### src/pkg/ecd_pkg.sv
package ecd_pkg;

	// System clock and the four-phase timing rate.
	localparam int unsigned CLK_HZ          = 50_000_000;
	localparam int unsigned PHASE_RATE_PPS  = 12_800;
	localparam int unsigned PHASES_PER_TURN = 4;

	// Clock cycles spent in each phase slot; a longest time, so it rounds down.
	localparam int unsigned PHASE_CYCLES = CLK_HZ / (PHASE_RATE_PPS * PHASES_PER_TURN);

	// Error counter geometry.
	localparam int unsigned COUNT_W   = 9;
	localparam logic [8:0]  SAT_COUNT = 9'h180;
	localparam logic [8:0]  ZERO_COUNT = 9'h000;

	// Reset values of the control flip-flops.
	localparam logic RST_SIGN_POS = 1'b1;
	localparam logic RST_DIR_UP   = 1'b1;
	localparam logic RST_CMD_POL  = 1'b1;

	// Synchroniser depth for pin inputs.
	localparam int unsigned SYNC_STAGES = 3;

	// Phase slot of the four-phase timing.
	typedef enum logic [1:0] {
		ECD_PH1,
		ECD_PH2,
		ECD_PH3,
		ECD_PH4
	} ecd_phase_e;

	// One-cycle strobes that mark the start of each phase slot.
	typedef struct packed {
		logic p1;
		logic p2;
		logic p3;
		logic p4;
	} ecd_phase_s;

	// Signed step request from the guidance computer.
	typedef struct packed {
		logic pos;
		logic neg;
	} ecd_step_s;

endpackage : ecd_pkg

### src/verilog/ecd_sync.sv
`timescale 1ns/1ps
`default_nettype none

module ecd_sync #(
	parameter int unsigned WIDTH = 2
) (
	// Clock and reset
	input  wire logic             clk_sys,
	input  wire logic             rst_n,
	// Asynchronous input and its clean copy
	input  wire logic [WIDTH-1:0] async_in,
	output var  logic [WIDTH-1:0] sync_out
);
	import ecd_pkg::*;

	logic [WIDTH-1:0] stage1;
	logic [WIDTH-1:0] stage2;
	logic [WIDTH-1:0] stage3;

	always_ff @(posedge clk_sys or negedge rst_n) begin
		if (!rst_n) begin
			stage1 <= '0;
			stage2 <= '0;
			stage3 <= '0;
		end else begin
			stage1 <= async_in;
			stage2 <= stage1;
			stage3 <= stage2;
		end
	end

	// A bit changes only once the second and third stages agree.
	always_ff @(posedge clk_sys or negedge rst_n) begin
		if (!rst_n) begin
			sync_out <= '0;
		end else begin
			for (int i = 0; i < WIDTH; i++) begin
				if (stage2[i] == stage3[i]) begin
					sync_out[i] <= stage3[i];
				end
			end
		end
	end

endmodule : ecd_sync

`default_nettype wire

### src/verilog/ecd_phase_gen.sv
`timescale 1ns/1ps
`default_nettype none

module ecd_phase_gen #(
	parameter int unsigned SLOT_CYCLES = ecd_pkg::PHASE_CYCLES
) (
	// Clock and reset
	input  wire logic               clk_sys,
	input  wire logic               rst_n,
	// Phase strobes
	output var  ecd_pkg::ecd_phase_s phase
);
	import ecd_pkg::*;

	localparam int unsigned CNT_W = $clog2(SLOT_CYCLES + 1);
	localparam logic [CNT_W-1:0] SLOT_LAST = CNT_W'(SLOT_CYCLES - 1);

	ecd_phase_e       slot;
	ecd_phase_e       next_slot;
	logic [CNT_W-1:0] slot_cnt;
	logic             slot_end;

	assign slot_end = (slot_cnt == SLOT_LAST);

	always_comb begin
		next_slot = slot;
		unique case (slot)
			ECD_PH1: next_slot = ECD_PH2;
			ECD_PH2: next_slot = ECD_PH3;
			ECD_PH3: next_slot = ECD_PH4;
			ECD_PH4: next_slot = ECD_PH1;
		endcase
	end

	always_ff @(posedge clk_sys or negedge rst_n) begin
		if (!rst_n) begin
			slot_cnt <= '0;
			slot     <= ECD_PH4;
		end else if (slot_end) begin
			slot_cnt <= '0;
			slot     <= next_slot;
		end else begin
			slot_cnt <= slot_cnt + CNT_W'(1);
		end
	end

	// Each strobe is high for the first cycle of its slot.
	always_ff @(posedge clk_sys or negedge rst_n) begin
		if (!rst_n) begin
			phase <= '0;
		end else begin
			phase.p1 <= slot_end && (next_slot == ECD_PH1);
			phase.p2 <= slot_end && (next_slot == ECD_PH2);
			phase.p3 <= slot_end && (next_slot == ECD_PH3);
			phase.p4 <= slot_end && (next_slot == ECD_PH4);
		end
	end

endmodule : ecd_phase_gen

`default_nettype wire

### src/verilog/ecd_dir_ctrl.sv
// How it works
// - Selected polarity pulses occur only at phase two.
// - Computer polarity pulse on next phase-two slot.
// - Hold window blocks feedback polarity pulses.
// - Feedback polarity selected only under coarse align.
// - Sign flip-flop changes only at zero count.
// - Zero plus up pulse sets positive sign.
// - Zero plus down pulse sets negative sign.
// - Count down only while count is nonzero.
// - Up with positive or down with negative: up.
// - Down with positive or up with negative: down.
// - Zero flag blocks count down until incremented.
// - Up and down commands complementary from one flop.
// - Counter held at zero until enabled.
// - Zero flag follows counter contents.
// - Feedback up direction yields selected down pulse.
// - Feedback steps decrement under count down command.
// - Increment pulses issued at phase four.
// - Computer step inhibits read counter incrementing in coarse align, unless saturated.
// - Direction decided at phase two, counting at four.
// - Feedback inputs give read counter direction.
// - Saturation flag blocks counting up beyond limit.
`timescale 1ns/1ps
`default_nettype none

module ecd_dir_ctrl #(
	parameter int unsigned SLOT_CYCLES = ecd_pkg::PHASE_CYCLES
) (
	// Clock and reset
	input  wire logic                        clk_sys,
	input  wire logic                        arst_n,
	// Guidance computer step pins
	input  wire ecd_pkg::ecd_step_s          cmd_step,
	// Read counter feedback
	input  wire logic                        fb_dir_pos,
	input  wire logic                        fb_dir_neg,
	input  wire logic                        fb_step,
	// Mode discretes
	input  wire logic                        coarse_align_en,
	input  wire logic                        counter_enable,
	// Selected polarity pulses and synchronised computer step
	output logic                             sel_pos_pulse,
	output logic                             sel_neg_pulse,
	output logic                             cmd_step_sync,
	// Converter sign
	output logic                             dac_pos_sign,
	output logic                             dac_neg_sign,
	// Count direction and stepping
	output logic                             cnt_rise_cmd,
	output logic                             cnt_fall_cmd,
	output logic                             counter_step_pulse,
	output logic                             read_inhibit,
	// Counter status
	output logic                             count_zero_flag,
	output logic                             sat_flag,
	output logic [ecd_pkg::COUNT_W-1:0]      count_value
);
	import ecd_pkg::*;

	// Reset release.
	logic [1:0] rst_pipe;
	logic       rst_n;

	always_ff @(posedge clk_sys or negedge arst_n) begin
		if (!arst_n) begin
			rst_pipe <= 2'h0;
		end else begin
			rst_pipe <= {rst_pipe[0], 1'b1};
		end
	end

	assign rst_n = rst_pipe[1];

	// Timing and input conditioning.
	ecd_phase_s phase;
	ecd_step_s  step_clean;
	ecd_step_s  step_prev;
	logic       arrive_pos;
	logic       arrive_neg;

	ecd_phase_gen #(
		.SLOT_CYCLES (SLOT_CYCLES)
	) u_phase (
		.clk_sys (clk_sys),
		.rst_n   (rst_n),
		.phase   (phase)
	);

	ecd_sync #(
		.WIDTH (2)
	) u_sync (
		.clk_sys  (clk_sys),
		.rst_n    (rst_n),
		.async_in (cmd_step),
		.sync_out (step_clean)
	);

	always_ff @(posedge clk_sys or negedge rst_n) begin
		if (!rst_n) begin
			step_prev <= '0;
		end else begin
			step_prev <= step_clean;
		end
	end

	assign arrive_pos = step_clean.pos && !step_prev.pos;
	assign arrive_neg = step_clean.neg && !step_prev.neg;

	// State.
	logic                step_pend;
	logic                hold_win;
	logic                cmd_pol;
	logic                incr_pend;
	logic                fb_pend;
	logic                sign_pos;
	logic                dir_up;
	logic                sat_hold;
	logic [COUNT_W-1:0]  count;

	// Decisions made in the current cycle.
	logic                sync_now;
	logic                cmd_up;
	logic                cmd_dn;
	logic                fb_up;
	logic                fb_dn;
	logic                sel_up;
	logic                sel_dn;
	logic                zero_now;
	logic                at_sat;
	logic                next_sign_pos;
	logic                next_dir_up;
	logic                step_now;
	logic                step_cmd;

	assign zero_now = (count == ZERO_COUNT);
	assign at_sat   = dir_up && (count == SAT_COUNT);

	// The single computer-derived pulse falls in the window at phase two.
	assign sync_now = phase.p2 && hold_win && step_pend;
	assign cmd_up   = sync_now && cmd_pol;
	assign cmd_dn   = sync_now && !cmd_pol;

	// Feedback polarity: read counter counting up means the gimbal caught up, so count down.
	assign fb_up = phase.p2 && coarse_align_en && !hold_win && fb_dir_neg;
	assign fb_dn = phase.p2 && coarse_align_en && !hold_win && fb_dir_pos;

	assign sel_up = cmd_up || fb_up;
	assign sel_dn = cmd_dn || fb_dn;

	// The sign only moves while the counter holds zero.
	always_comb begin
		next_sign_pos = sign_pos;
		if (zero_now && sel_up) begin
			next_sign_pos = 1'b1;
		end else if (zero_now && sel_dn) begin
			next_sign_pos = 1'b0;
		end
	end

	// Direction follows the pulse against the sign being established in this cycle.
	always_comb begin
		next_dir_up = dir_up;
		if ((sel_up && next_sign_pos) || (sel_dn && !next_sign_pos)) begin
			next_dir_up = 1'b1;
		end else if (((sel_dn && next_sign_pos) || (sel_up && !next_sign_pos)) && !zero_now) begin
			next_dir_up = 1'b0;
		end
	end

	// A pending computer step wins the phase-four slot over feedback.
	assign step_cmd = incr_pend;
	assign step_now = phase.p4 && counter_enable && (step_cmd || (fb_pend && coarse_align_en));

	// First flip-flop of the step catcher; merges steps that arrive before the pulse.
	always_ff @(posedge clk_sys or negedge rst_n) begin
		if (!rst_n) begin
			step_pend <= 1'b0;
		end else if (arrive_pos || arrive_neg) begin
			step_pend <= 1'b1;
		end else if (sync_now) begin
			step_pend <= 1'b0;
		end
	end

	// Hold window from the phase-one slot after a step to the next phase three.
	always_ff @(posedge clk_sys or negedge rst_n) begin
		if (!rst_n) begin
			hold_win <= 1'b0;
		end else if (phase.p1 && step_pend) begin
			hold_win <= 1'b1;
		end else if (phase.p3) begin
			hold_win <= 1'b0;
		end
	end

	// Polarity of the latest computer step.
	always_ff @(posedge clk_sys or negedge rst_n) begin
		if (!rst_n) begin
			cmd_pol <= RST_CMD_POL;
		end else if (arrive_pos) begin
			cmd_pol <= 1'b1;
		end else if (arrive_neg) begin
			cmd_pol <= 1'b0;
		end
	end

	// Increment request from phase two until the next phase one.
	always_ff @(posedge clk_sys or negedge rst_n) begin
		if (!rst_n) begin
			incr_pend <= 1'b0;
		end else if (sync_now) begin
			incr_pend <= 1'b1;
		end else if (phase.p1) begin
			incr_pend <= 1'b0;
		end
	end

	// Feedback step waits for a free phase-four slot; outside coarse align it is dropped.
	always_ff @(posedge clk_sys or negedge rst_n) begin
		if (!rst_n) begin
			fb_pend <= 1'b0;
		end else if (fb_step && coarse_align_en) begin
			fb_pend <= 1'b1;
		end else if (!coarse_align_en || (step_now && !step_cmd)) begin
			fb_pend <= 1'b0;
		end
	end

	always_ff @(posedge clk_sys or negedge rst_n) begin
		if (!rst_n) begin
			sign_pos <= RST_SIGN_POS;
		end else begin
			sign_pos <= next_sign_pos;
		end
	end

	// Direction only changes on phase-two selected pulses, and returns to up while the counter is disabled.
	always_ff @(posedge clk_sys or negedge rst_n) begin
		if (!rst_n) begin
			dir_up <= RST_DIR_UP;
		end else if (!counter_enable) begin
			dir_up <= RST_DIR_UP;
		end else begin
			dir_up <= next_dir_up;
		end
	end

	// Saturation stays while up is kept at the limit; a pulse that turns the count down ends it.
	always_ff @(posedge clk_sys or negedge rst_n) begin
		if (!rst_n) begin
			sat_hold <= 1'b0;
		end else if (at_sat && next_dir_up) begin
			sat_hold <= 1'b1;
		end else if (sel_up || sel_dn || !counter_enable) begin
			sat_hold <= 1'b0;
		end
	end

	// Error counter magnitude.
	always_ff @(posedge clk_sys or negedge rst_n) begin
		if (!rst_n) begin
			count <= ZERO_COUNT;
		end else if (!counter_enable) begin
			count <= ZERO_COUNT;
		end else if (step_now && dir_up && !at_sat && !sat_hold) begin
			count <= count + COUNT_W'(1);
		end else if (step_now && !dir_up && !zero_now) begin
			count <= count - COUNT_W'(1);
		end
	end

	// Registered pulse outputs, one cycle after the decision.
	always_ff @(posedge clk_sys or negedge rst_n) begin
		if (!rst_n) begin
			sel_pos_pulse      <= 1'b0;
			sel_neg_pulse      <= 1'b0;
			cmd_step_sync      <= 1'b0;
			counter_step_pulse <= 1'b0;
		end else begin
			sel_pos_pulse      <= sel_up;
			sel_neg_pulse      <= sel_dn;
			cmd_step_sync      <= sync_now;
			counter_step_pulse <= step_now;
		end
	end

	assign dac_pos_sign    = sign_pos;
	assign dac_neg_sign    = !sign_pos;
	assign cnt_rise_cmd    = dir_up;
	assign cnt_fall_cmd    = !dir_up;
	assign count_zero_flag = zero_now;
	assign sat_flag        = at_sat || sat_hold;
	assign count_value     = count;

	// Read counter is held off from the phase-one after a step to the next phase one.
	assign read_inhibit = coarse_align_en && !sat_flag && (hold_win || incr_pend);

endmodule : ecd_dir_ctrl

`default_nettype wire

### config.mk
export PLATFORM = sky130hd
export DESIGN_NAME = ecd_dir_ctrl
export DESIGN_NICKNAME = d
export VERILOG_FILES = /design/src/pkg/ecd_pkg.sv /design/src/verilog/ecd_sync.sv /design/src/verilog/ecd_phase_gen.sv /design/src/verilog/ecd_dir_ctrl.sv
export SDC_FILE = /design/constraint.sdc
export NUM_CORES = 1
export LEC_CHECK = 0
export BUFFER_PORTS_ARGS = -buffer_cell sky130_fd_sc_hd__buf_2
export CAP_MARGIN = 0
export CORE_MARGIN = 3
export CORE_UTILIZATION = 35
export DETAILED_ROUTE_END_ITERATION = 8
export HOLD_SLACK_MARGIN = 0.15
export PLACE_DENSITY = 0.62
export SYNTH_ARGS = -nofsm -noshare
export SYNTH_HDL_FRONTEND = slang
export SYNTH_SLANG_ARGS = --single-unit
### constraint.sdc
create_clock -name clk_sys -period 2.1 [get_ports clk_sys]
set_clock_uncertainty 0.1 [all_clocks]
set_input_delay 0.21 -clock clk_sys [delete_from_list [all_inputs] [get_ports clk_sys]]
set_output_delay 0.21 -clock clk_sys [all_outputs]
set_load 0.01 [all_outputs]
==> results of run 1 <==
[Yosys cell counts, drive strengths merged, types with 2 or more instances]
| library cell | n |
|---|---|
| a211oi | 2 |
| a21o | 3 |
| a21oi | 9 |
| and2 | 5 |
| and3 | 2 |
| and4 | 2 |
| clkbuf | 2 |
| dfrtp | 44 |
| dfstp | 5 |
| ha | 15 |
| inv | 15 |
| maj3 | 2 |
| nand2 | 30 |
| nand2b | 3 |
| nand3 | 14 |
| nand3b | 3 |
| nor2 | 9 |
| nor2b | 4 |
| nor3 | 6 |
| o21ai | 13 |
| o31a | 2 |
| o31ai | 5 |
| or3 | 2 |
| or4 | 2 |
| xnor2 | 6 |
| xor2 | 6 |
[layout make-up]
type,instances,area share [%]
clock inverter,2,0.520
inverter,16,2.15
timing repair buffer,84,18.1
tap,77,2.86
sequential,49,36.6
clock buffer,6,2.45
multi-input combinational,164,37.3
[timing repair]
action                                  4_1_cts  5_1_grt
hold endpoints to repair                     17        0
hold buffers                                  6        0
pin swaps                                    10        2
endpoints found under the setup margin       13       15
setup buffers                                 8        2
resized for setup                            17        7
cloned                                        2        0
[how the worst max path moves through the flow]
stage               slack, ps              to            from  cells after the start
floorplan                -680  count_value[8]  count_value[6]                      9
global placement         -660  count_value[8]  count_value[6]                      9
detailed placement       -700  count_value[8]  count_value[6]                      9
CTS                      -660  count_value[8]  count_value[6]                      9
global route             -750  count_value[8]  count_value[6]                      9
finish                   -650  count_value[8]  count_value[6]                      9
[critical path, cell delays in order (launching register included)]
cell	delay, ps
dfrtp_1	390
or4_4	540
o31a_4	340
nand2_8	100
ha_4	200
nor2b_4	120
o2111a_2	280
o31ai_4	220
mux2i_1	250
o211ai_2	90
[power by group]
part | total (mW) | switching [mW] | internal [mW]
Sequential | 1.07 | 0.0425 | 1.02
Combinational | 1.34 | 0.619 | 0.725
Clock | 0.603 | 0.329 | 0.274
[through the flow]
| stage | utilization (%) | instance area [sq um] |
|---|---|---|
| 2_1_floorplan | - | 2520 |
| 3_3_place_gp | 46.3 | 3020 |
| 3_5_place_dp | 46.3 | 3020 |
| 4_1_cts | 51.0 | 3330 |
| 5_1_grt | 51.6 | 3370 |
| 6_report | 51.6 | 3370 |
[logic make-up (layout without fill, tap and decap cells)]
logic type               count (synthesis)  after routing  share of synthesized area, %
XOR/XNOR                                12             12                          4.33
other                                    1              1                         0.154
AND/OR/NAND/NOR                         86             87                          18.1
buffers and inverters                   20            108                          3.97
multiplexers                             1              1                         0.412
AO/OA/AOI/OAI                           44             45                          12.8
adder cells (fa/ha/maj)                 18             18                          9.38
flip-flops                              49             49                          50.8
[layer usage]
layer	up-vias	GRT usage, %	routed length, microns
met2	24	25.7	2660
met5	-	0	0
met3	6	3.59	135
met4	0	2.84	64
li1	987	-	-
met1	919	19.2	2470
==> summary.md, run 1 <==
| Metric | Value |
|---|---|
| Antenna violations before repair | 0 |
| Ys async rst share | 100% |
| Critical R2R Capture | count_value[8] |
| Clock Path Buffers | 2 |
| Worst slew pin tran | 549 ps |
| Sequential cell area fraction in the yosys report | around half |
| Register area | approximately 1200 sq um |
| Pwr/cell area | 894 nW/um^2 |
| Initial drt markers | 87 |
| Antenna Nets Post-Route | 0 |
| Hold WC Path Type | register to async pin |
| FP Rows | 29 |
| Pins Over Slew Limit | 0 |
| Vias | roughly 1900 |
| Unrepaired setup endpoints after global routing | yes |
| Fin cells | 398 |
| ANT cells | 0 |
| Final Critical Period | around 2800 ps |
| H-tree depth | 2 |
| Vias per inst | 4.86 |
| Slew headroom | ~63% |
| VDD IR max | around 0.33 mV |
| P_leak | 1.62 nW |
| Largest Register | u_phase.slot_cnt |
| Clock transition at the registers of the reported paths | 90 ps |
| Max FFs per register | 10 |
| Root Driver | clkbuf_8 |
| Die Y-Extent | roughly 89 microns |
| Achievable frequency | roughly 0.36 GHz |
| Synth Instances | about 230 |
| Post-DP HPWL | ~3.8 mm |
| Final WS setup | -654 ps |
| WS Path Type | register to register |
| Cell variety after synth | just under 50 |
| Area leader, netlist | dfrtp_1 |
| Failing checks | setup timing |
| Pin count of the biggest net entering global routing | 18 |
| Maxcap violations | 0 |
| Post-Synthesis Net Count | between 200 and 300 |
| FF-to-FF setup slack | -650 ps |
| Worst skew pair latency | 300 ps |
| Mapped Area | between 2000 and 2500 sq um |
| RR Startpoint | count_value[6] |
| Dpl cells | approximately 370 |
| Worst Path Max Fanout | 5 |
| Final hold violations | 0 |
| Final wirelength | 5.33 mm |
| Ratio of final minimum period to clock period | 131% |
| Syn-to-layout area delta | 38.9% |
| Most frequent cells in the layout | buf_4, dfrtp_1, nand2_1, buf_2 |
| Top_reg_cell synth | dfrtp_1 |
| Pre-CTS setup slack | -702 ps |
| Clk sinks | around 50 |
| TritonCTS clock tree | built |
| Post-synth top area share | 45.4% |
| Global-route wire length before repair | slightly above 9 mm |
| R2R depth | 9 |
| RD Place Congestion | a little under 0.8 |
| Finish-stage setup viols | 14 |
| Multi-input combinational cell area | 1260 sq um |
| Hold Worst Slack | between 150 and 200 ps |
| Tot GR Track Use | between 10 and 15% |
| Tot Pwr | around 3.0 mW |
| CP endpoint kind | register |
| EDFF count, synth | 0 |
| Drt drc | 0 |
| Setup TNS | -6130 ps |
| TritonRoute pass-1 iters | 4 |
| Core area | 6530 sq um |
| Commonest non-fill, non-tap cell in the layout | buf_4 |
| Syn avg cell area | 10.5 sq um |
| Top Ports | 29 |
| Vias in the first global route | about 2000 |
| FILL cells | ~580 |
| Port bufs | 28 |
| Cts bufs inserted | 5 |
| Net count, final | around 350 |
| Signal arrival time at the worst endpoint | approximately 2800 ps |
| Initial Util | between 30% and 40% |
| Startpoint types | register |
| Die X | 89.3 microns |
| Status | complete, but fails checks |
| Layout cells sized above 1 | 38.3% |
| Top cells by area, synth | dfrtp_1, ha_1, dfstp_2 |
| DIE AREA | about 8000 sq um |
| Worst Path Required | about 2200 ps |
| Routed length per instance | around 13 microns |
| Yosys reg bits | between 40 and 50 |
| Syn. warnings | 0 |
| GRT Residual Overflow | 0 |
No activity file was read; power rests on OpenSTA's default activity.
==> run 2, diff against run 1 <==
--- a/config.mk
+++ b/config.mk
@@ -12,6 +12,7 @@
 export DETAILED_ROUTE_END_ITERATION = 8
 export HOLD_SLACK_MARGIN = 0.15
 export PLACE_DENSITY = 0.62
+export SKIP_LAST_GASP = 1
 export SYNTH_ARGS = -nofsm -noshare
 export SYNTH_HDL_FRONTEND = slang
 export SYNTH_SLANG_ARGS = --single-unit
==> constraint.sdc (replaced) <==
create_clock -name clk_sys -period 2.1 [get_ports clk_sys]
set_clock_uncertainty 0.1 [all_clocks]
set_input_delay 0.21 -clock clk_sys [delete_from_list [all_inputs] [get_ports clk_sys]]
set_output_delay 0.21 -clock clk_sys [all_outputs]
set_load 0.1 [all_outputs]
==> run 2 against run 1 <==
- the flow still finishes with violations (setup timing)
- first-iteration DRC count fell by 23%
- power increased by 17%
- global-route usage down 0.84 points
- setup slack lost 80 ps
- design area up 4.0%
- worst hold slack got worse by 40 ps
- final cell count fell by 0.75%
- largest cell class unchanged
==> summary.md, run 2 (same netlist as run 1, synthesis figures left out) <==
| Metric | Value |
|---|---|
| Status | complete, but fails checks |
| Failing checks | setup timing |
| Routed length per instance | 13.6 microns (+1.1%) |
| GRT Residual Overflow | 0 (unchanged) |
| DIE AREA | 7970 sq um (unchanged) |
| RD Place Congestion | 0.819 (+4.9%) |
| Final Critical Period | 2830 ps (+79.6 ps) |
| Worst Path Required | 2220 ps (+40 ps) |
| Slowest cell on crit path | or4_4 |
| Largest Register | u_phase.slot_cnt |
| Clk sinks | 49 (unchanged) |
| Dpl cells | 375 (+0.81%) |
| Fin cells | 395 (-0.75%) |
| Achievable frequency | 0.353 GHz (-2.8%) |
| Pin count of the biggest net entering global routing | 27 (+9) |
| ANT cells | 0 (unchanged) |
| Buf/Inv on CP | 1 (+1) |
| Die Y-Extent | 89.3 microns (unchanged) |
| Worst slew pin tran | 501 ps (-48.0 ps) |
| H-tree depth | 2 (unchanged) |
| Finish-stage setup viols | 14 (unchanged) |
| FILL cells | 567 (-2.1%) |
| Worst skew pair latency | 310 ps (about the same) |
| Port bufs | 28 (unchanged) |
| Final WS setup | -734 ps (-79.6 ps) |
| Die X | 89.3 microns (unchanged) |
| Flop pwr share | 30.8% (-4.6 points) |
| Final hold violations | 0 (unchanged) |
| Maxcap violations | 0 (unchanged) |
| Core area | 6530 sq um (unchanged) |
| Slew headroom | 66.6% (+3.3 points) |
| TritonCTS clock tree | built |
| Antenna violations before repair | 0 (unchanged) |
| VDD IR max | 0.377 mV (+16%) |
| Initial drt markers | 67 (-23%) |
| Hold WC Path Type | register to async pin |
| Internal power | 2.06 mW (+1.6%) |
| Crit-path cells | or4_4, o31a_4, nand2_4, buf_6, ha_4, a211oi_4, a21oi_2, o41ai_2, xor2_1, o31ai_1 |
| Unrepaired setup endpoints after global routing | yes |
| CP endpoint kind | register |
| Syn-to-layout area delta | 44.5% |
| Post-DP HPWL | 3.74 mm (-1.2%) |
| Initial Util | 37.2% (unchanged) |
| Final wirelength | 5.35 mm (+0.36%) |
| Global-route wire length before repair | 8.58 mm (-6.5%) |
| Max incr delay on CP | 540 ps (about the same) |
| Tot Pwr | 3.51 mW (+17%) |
| Pins Over Slew Limit | 0 (unchanged) |
| Drt drc | 0 (unchanged) |
| Commonest non-fill, non-tap cell in the layout | buf_4 |
| Pwr/cell area | 1000 nW/um^2 (+12%) |
| Switch Pwr | 1.46 mW (+47%) |
| Startpoint types | register |
| Antenna Nets Post-Route | 0 (unchanged) |
| Vias | 1928 (-0.41%) |
| Worst Path Max Fanout | 5 (unchanged) |
| Clock transition at the registers of the reported paths | 100 ps (about the same) |
| Max FFs per register | 10 (unchanged) |
| Clock share of power | 16.9% (-3.1 points) |
| Logic pwr share | 52.4% (+7.8 points) |
| Vias per inst | 4.88 (+0.34%) |
| Layout cells sized above 1 | 43.7% (+5.4 points) |
| Root Driver | clkbuf_8 |
| Tot GR Track Use | 14.1% (-0.84 points) |
| Ratio of final minimum period to clock period | 135% (+3.8 points) |
| Switching Fraction | 41.5% (+8.6 points) |
| Vias in the first global route | 1856 (-8.4%) |
| FP Rows | 29 (unchanged) |
| P_leak | 1.61 nW (-0.74%) |
| Clock Path Buffers | 2 (unchanged) |
| Top Ports | 29 (unchanged) |
| TritonRoute pass-1 iters | 4 (unchanged) |
| Net count, final | 342 (-0.87%) |
| Family with the most delay on the worst path | compound AO/OA/AOI/OAI gates |
| Most frequent cells in the layout | buf_4, dfrtp_1, nand2_1, buf_2, inv_1 |
| Cts bufs inserted | 5 (unchanged) |
| Signal arrival time at the worst endpoint | 2950 ps (+120 ps) |
| WS Path Type | register to register |
run 2: cell count changes in the layout (fill, tap and decap cells not counted), sizes merged:
cell         before  now
buf              78   77
clkbuf            6    5
clkinvlp          0    2
dlygate4sd3       6    5
inv              16   15
nand2            31   30
run 2: power by group through the flow:
stage          Clock (mW)  Combinational [mW]  Sequential [mW]
2_1_floorplan           0               0.705             1.52
3_3_place_gp            0                1.62             1.10
3_5_place_dp            0                1.64             1.10
4_1_cts             0.614                1.74             1.08
5_1_grt             0.666                1.96             1.09
6_report            0.592                1.84             1.08
run 2: metrics by stage:
stage	util [%]	hold slack (ps)	setup TNS (ps)	setup slack [ps]	area [sq um]
final	53.7	142	-5870	-734	3510
after global routing	53.7	197	-6960	-825	3510
after CTS	52.0	166	-5620	-755	3390
after detailed placement	48.0	-104	-6300	-895	3130
after global placement	48.0	-105	-5930	-839	3130
after floorplan	-	-186	-8880	-1110	2560
run 2: layout make-up:
class / instances / area, sq um / area share, %
Clock inverter: 3 / 28.8 / 0.821
Sequential cell: 49 / 1250 / 35.6
Timing Repair Buffer: 82 / 646 / 18.4
Clock buffer: 5 / 68.8 / 1.96
Inverter: 16 / 80.1 / 2.28
Multi-Input combinational cell: 163 / 1340 / 38.2
Tap cell: 77 / 96.3 / 2.75
run 2: routing by layer:
| metal | vias up | wire (microns) | global-route usage (%) |
|---|---|---|---|
| li1 | 977 | - | - |
| met1 | 920 | 2350 | 17.5 |
| met2 | 24 | 2780 | 24.2 |
| met3 | 7 | 119 | 3.04 |
| met4 | 0 | 107 | 4.47 |
| met5 | - | 0 | 0 |
run 2: worst paths after layout:
check,start,endpoint,slack (ps),depth (start not counted)
max,count_value[6],count_value[7],-730,10
min,rst_pipe[1],u_sync.stage1[0],140,0
min in group clk_sys,coarse_align_en,fb_pend,170,3
max in group asynchronous,arst_n,rst_pipe[1],1120,3
max reg2reg,count_value[6],count_value[7],-730,10
min reg2reg,rst_pipe[1],u_sync.stage1[0],140,0
run 2: what timing repair did:
item,CTS,global route
gates cloned,0,1
resized for setup,21,15
setup buffers,3,6
pin swaps,17,15
endpoints found under the hold margin,5,0
endpoints found under the setup margin,14,14
hold buffers,5,0
==> run 3, diff against run 2 <==
--- a/config.mk
+++ b/config.mk
@@ -5,7 +5,7 @@
 export SDC_FILE = /design/constraint.sdc
 export NUM_CORES = 1
 export LEC_CHECK = 0
-export BUFFER_PORTS_ARGS = -buffer_cell sky130_fd_sc_hd__buf_2
+export BUFFER_PORTS_ARGS = -buffer_cell sky130_fd_sc_hd__buf_4
 export CAP_MARGIN = 0
 export CORE_MARGIN = 3
 export CORE_UTILIZATION = 35
==> run 3 against run 2 <==
- the run still ends with setup timing left
- via count is 0.21% lower
- design area is 1.5% higher
- utilization is 0.79 points higher
- first-iteration DRC count is 18% higher
- maximum frequency is 1.6% higher
- die area stayed put
- global-route usage is 0.23 points lower
- clock power is 18% higher
- power is 4.2% higher
- wire length is 5.4% lower
- largest power group unchanged
- final cell count is 1.0% higher
- sequential share of layout area is 0.51 points lower
- critical endpoint is now count_value[8]
==> summary.md, run 3 (same netlist as run 1, synthesis figures left out) <==
| Metric | Value |
|---|---|
| Worst Path Max Fanout | 4 (-1) |
| Final wirelength | 5.07 mm (-5.4%) |
| Switch Pwr | 1.44 mW (-1.1%) |
| Vias | 1924 (-0.21%) |
| R2R depth | 10 (unchanged) |
| GRT Residual Overflow | 0 (unchanged) |
| CP endpoint kind | register |
| RR Startpoint | count_value[6] |
| DIE AREA | 7970 sq um (unchanged) |
| P_leak | 1.64 nW (+2.2%) |
| Family with the most delay on the worst path | simple AND/OR/NAND/NOR gates |
| Startpoint types | register |
| Worst Path Required | 2180 ps (-40 ps) |
| Initial drt markers | 79 (+18%) |
| Final hold violations | 0 (unchanged) |
| Pin count of the biggest net entering global routing | 27 (unchanged) |
| Die Y-Extent | 89.3 microns (unchanged) |
| Setup TNS | -6170 ps (-299 ps) |
| Final Critical Period | 2790 ps (-44.5 ps) |
| Max incr delay on CP | 540 ps (about the same) |
| Cts bufs inserted | 5 (unchanged) |
| WS Path Type | register to register |
| Port bufs | 28 (unchanged) |
| Drt drc | 0 (unchanged) |
| Maxcap violations | 0 (unchanged) |
| H-tree depth | 2 (unchanged) |
| Failing checks | setup timing |
| Clock share of power | 19.1% (+2.2 points) |
| Pwr/cell area | 1030 nW/um^2 (+2.7%) |
| Slowest cell on crit path | or4_4 |
| Antenna Nets Post-Route | 0 (unchanged) |
| ANT cells | 0 (unchanged) |
| Area post-placement | 3170 sq um (+1.3%) |
| Flop pwr share | 29.5% (-1.3 points) |
| Vias per inst | 4.82 (-1.2%) |
| Vias in the first global route | 1854 (-0.11%) |
| Routed length per instance | 12.7 microns (-6.3%) |
| Achievable frequency | 0.359 GHz (+1.6%) |
| Syn-to-layout area delta | 46.6% |
| FP Rows | 29 (unchanged) |
| Ratio of final minimum period to clock period | 133% (-2.1 points) |
| Worst slew pin tran | 492 ps (-9.54 ps) |
| Most frequent cells in the layout | buf_4, dfrtp_1, nand2_1, inv_1, nand3_1 |
| TritonCTS clock tree | built |
| Tot GR Track Use | 13.8% (-0.23 points) |
| Tot Pwr | 3.66 mW (+4.2%) |
| Max FFs per register | 10 (unchanged) |
| Net count, final | 346 (+1.2%) |
| Buf/Inv on CP | 1 (unchanged) |
| Crit-path cells | or4_4, o31a_4, nand2_4, buf_4, ha_4, or2_2, a21o_1, o31ai_4, mux2i_1, o211ai_2 |
| Core area | 6530 sq um (unchanged) |
| Post-DP HPWL | 3.76 mm (+0.48%) |
| RD Place Congestion | 0.803 (-2.0%) |
| Clock transition at the registers of the reported paths | 90 ps (about the same) |
| Unrepaired setup endpoints after global routing | yes |
| Signal arrival time at the worst endpoint | 2870 ps (-80 ps) |
| Switching Fraction | 39.4% (-2.1 points) |
| Antenna violations before repair | 0 (unchanged) |
| TritonRoute pass-1 iters | 6 (+2) |
| Hold WC Path Type | register to async pin |
| Worst skew pair latency | 300 ps (about the same) |
| FILL cells | 562 (-0.88%) |
| Initial Util | 37.2% (unchanged) |
| Root Driver | clkbuf_8 |
| Final instance area | 3560 sq um (+1.5%) |
| Commonest non-fill, non-tap cell in the layout | buf_4 |
| VDD IR max | 0.388 mV (+2.9%) |
| Global-route wire length before repair | 8.51 mm (-0.80%) |
| Pins Over Slew Limit | 0 (unchanged) |
| Layout cells sized above 1 | 43.5% (-0.23 points) |
| FF-to-FF setup slack | -690 ps (+40 ps) |
| Final WS setup | -689 ps (+44.5 ps) |
| Hold Worst Slack | 136 ps (-5.12 ps) |
| Finish-stage setup viols | 15 (+1) |
| Critical R2R Capture | count_value[8] |
| Die X | 89.3 microns (unchanged) |
| Internal power | 2.22 mW (+7.9%) |
| Largest Register | u_phase.slot_cnt |
| Clock Path Buffers | 2 (unchanged) |
| Logic pwr share | 51.4% (-1.0 points) |
| Clk sinks | 49 (unchanged) |
| Status | complete, but fails checks |
| Top Ports | 29 (unchanged) |
| Slew headroom | 66.8% (+0.17 points) |
## run 3: layout make-up
class	instances	area, sq um	area share [%]
sequential	49	1250	35.1
tap	77	96.3	2.71
clock buffer	5	68.8	1.93
clock inverter	3	47.5	1.34
inverter	16	80.1	2.25
timing repair buffer	87	756	21.2
multi-input combinational	162	1260	35.4
## run 3: worst max path at each step
stage,end,from,cells past startpoint
floorplan,count_value[8],cnt_rise_cmd,8
global placement,count_value[6],count_value[2],10
detailed placement,count_value[6],count_value[2],10
CTS,count_value[8],count_value[6],10
global route,count_value[7],count_value[6],10
finish,count_value[8],count_value[6],10
## run 3: worst reg2reg max path: stages (launching register included)
cell      delay [ps]
dfrtp_2          410
or4_4            540
o31a_4           300
nand2_4          100
buf_4            140
ha_4             190
or2_2            290
a21o_1           190
o31ai_4           80
mux2i_1          240
o211ai_2          90
## run 3: routing by layer
metal | wire, microns | track usage (%)
met1 | 2380 | 18.5
met2 | 2490 | 22.4
met3 | 131 | 2.86
met4 | 65 | 4.74
met5 | 0 | 0
## run 3: power by group through the flow
stage	sequential, mW	clock [mW]	combinational (mW)
2_1_floorplan	1.52	0	0.705
3_3_place_gp	1.10	0	1.63
3_5_place_dp	1.10	0	1.64
4_1_cts	1.08	0.724	1.75
5_1_grt	1.09	0.760	2.00
6_report	1.08	0.698	1.88
## run 3: per-stage QoR
step                      worst slack, ps  std cells  utilization, %
after detailed placement             -896        375            48.6
after floorplan                     -1110        231               -
after CTS                            -699        392            53.0
after global placement               -837        375            48.6
after global routing                 -766        399            54.5
final                                -689        399            54.5
## run 3: repair_timing
action	in CTS	in global routing
gates resized for setup	23	10
pin swaps	16	9
hold buffers	6	0
buffers inserted	3	7
endpoints found under the hold margin	5	0
endpoints found under the setup margin	14	14
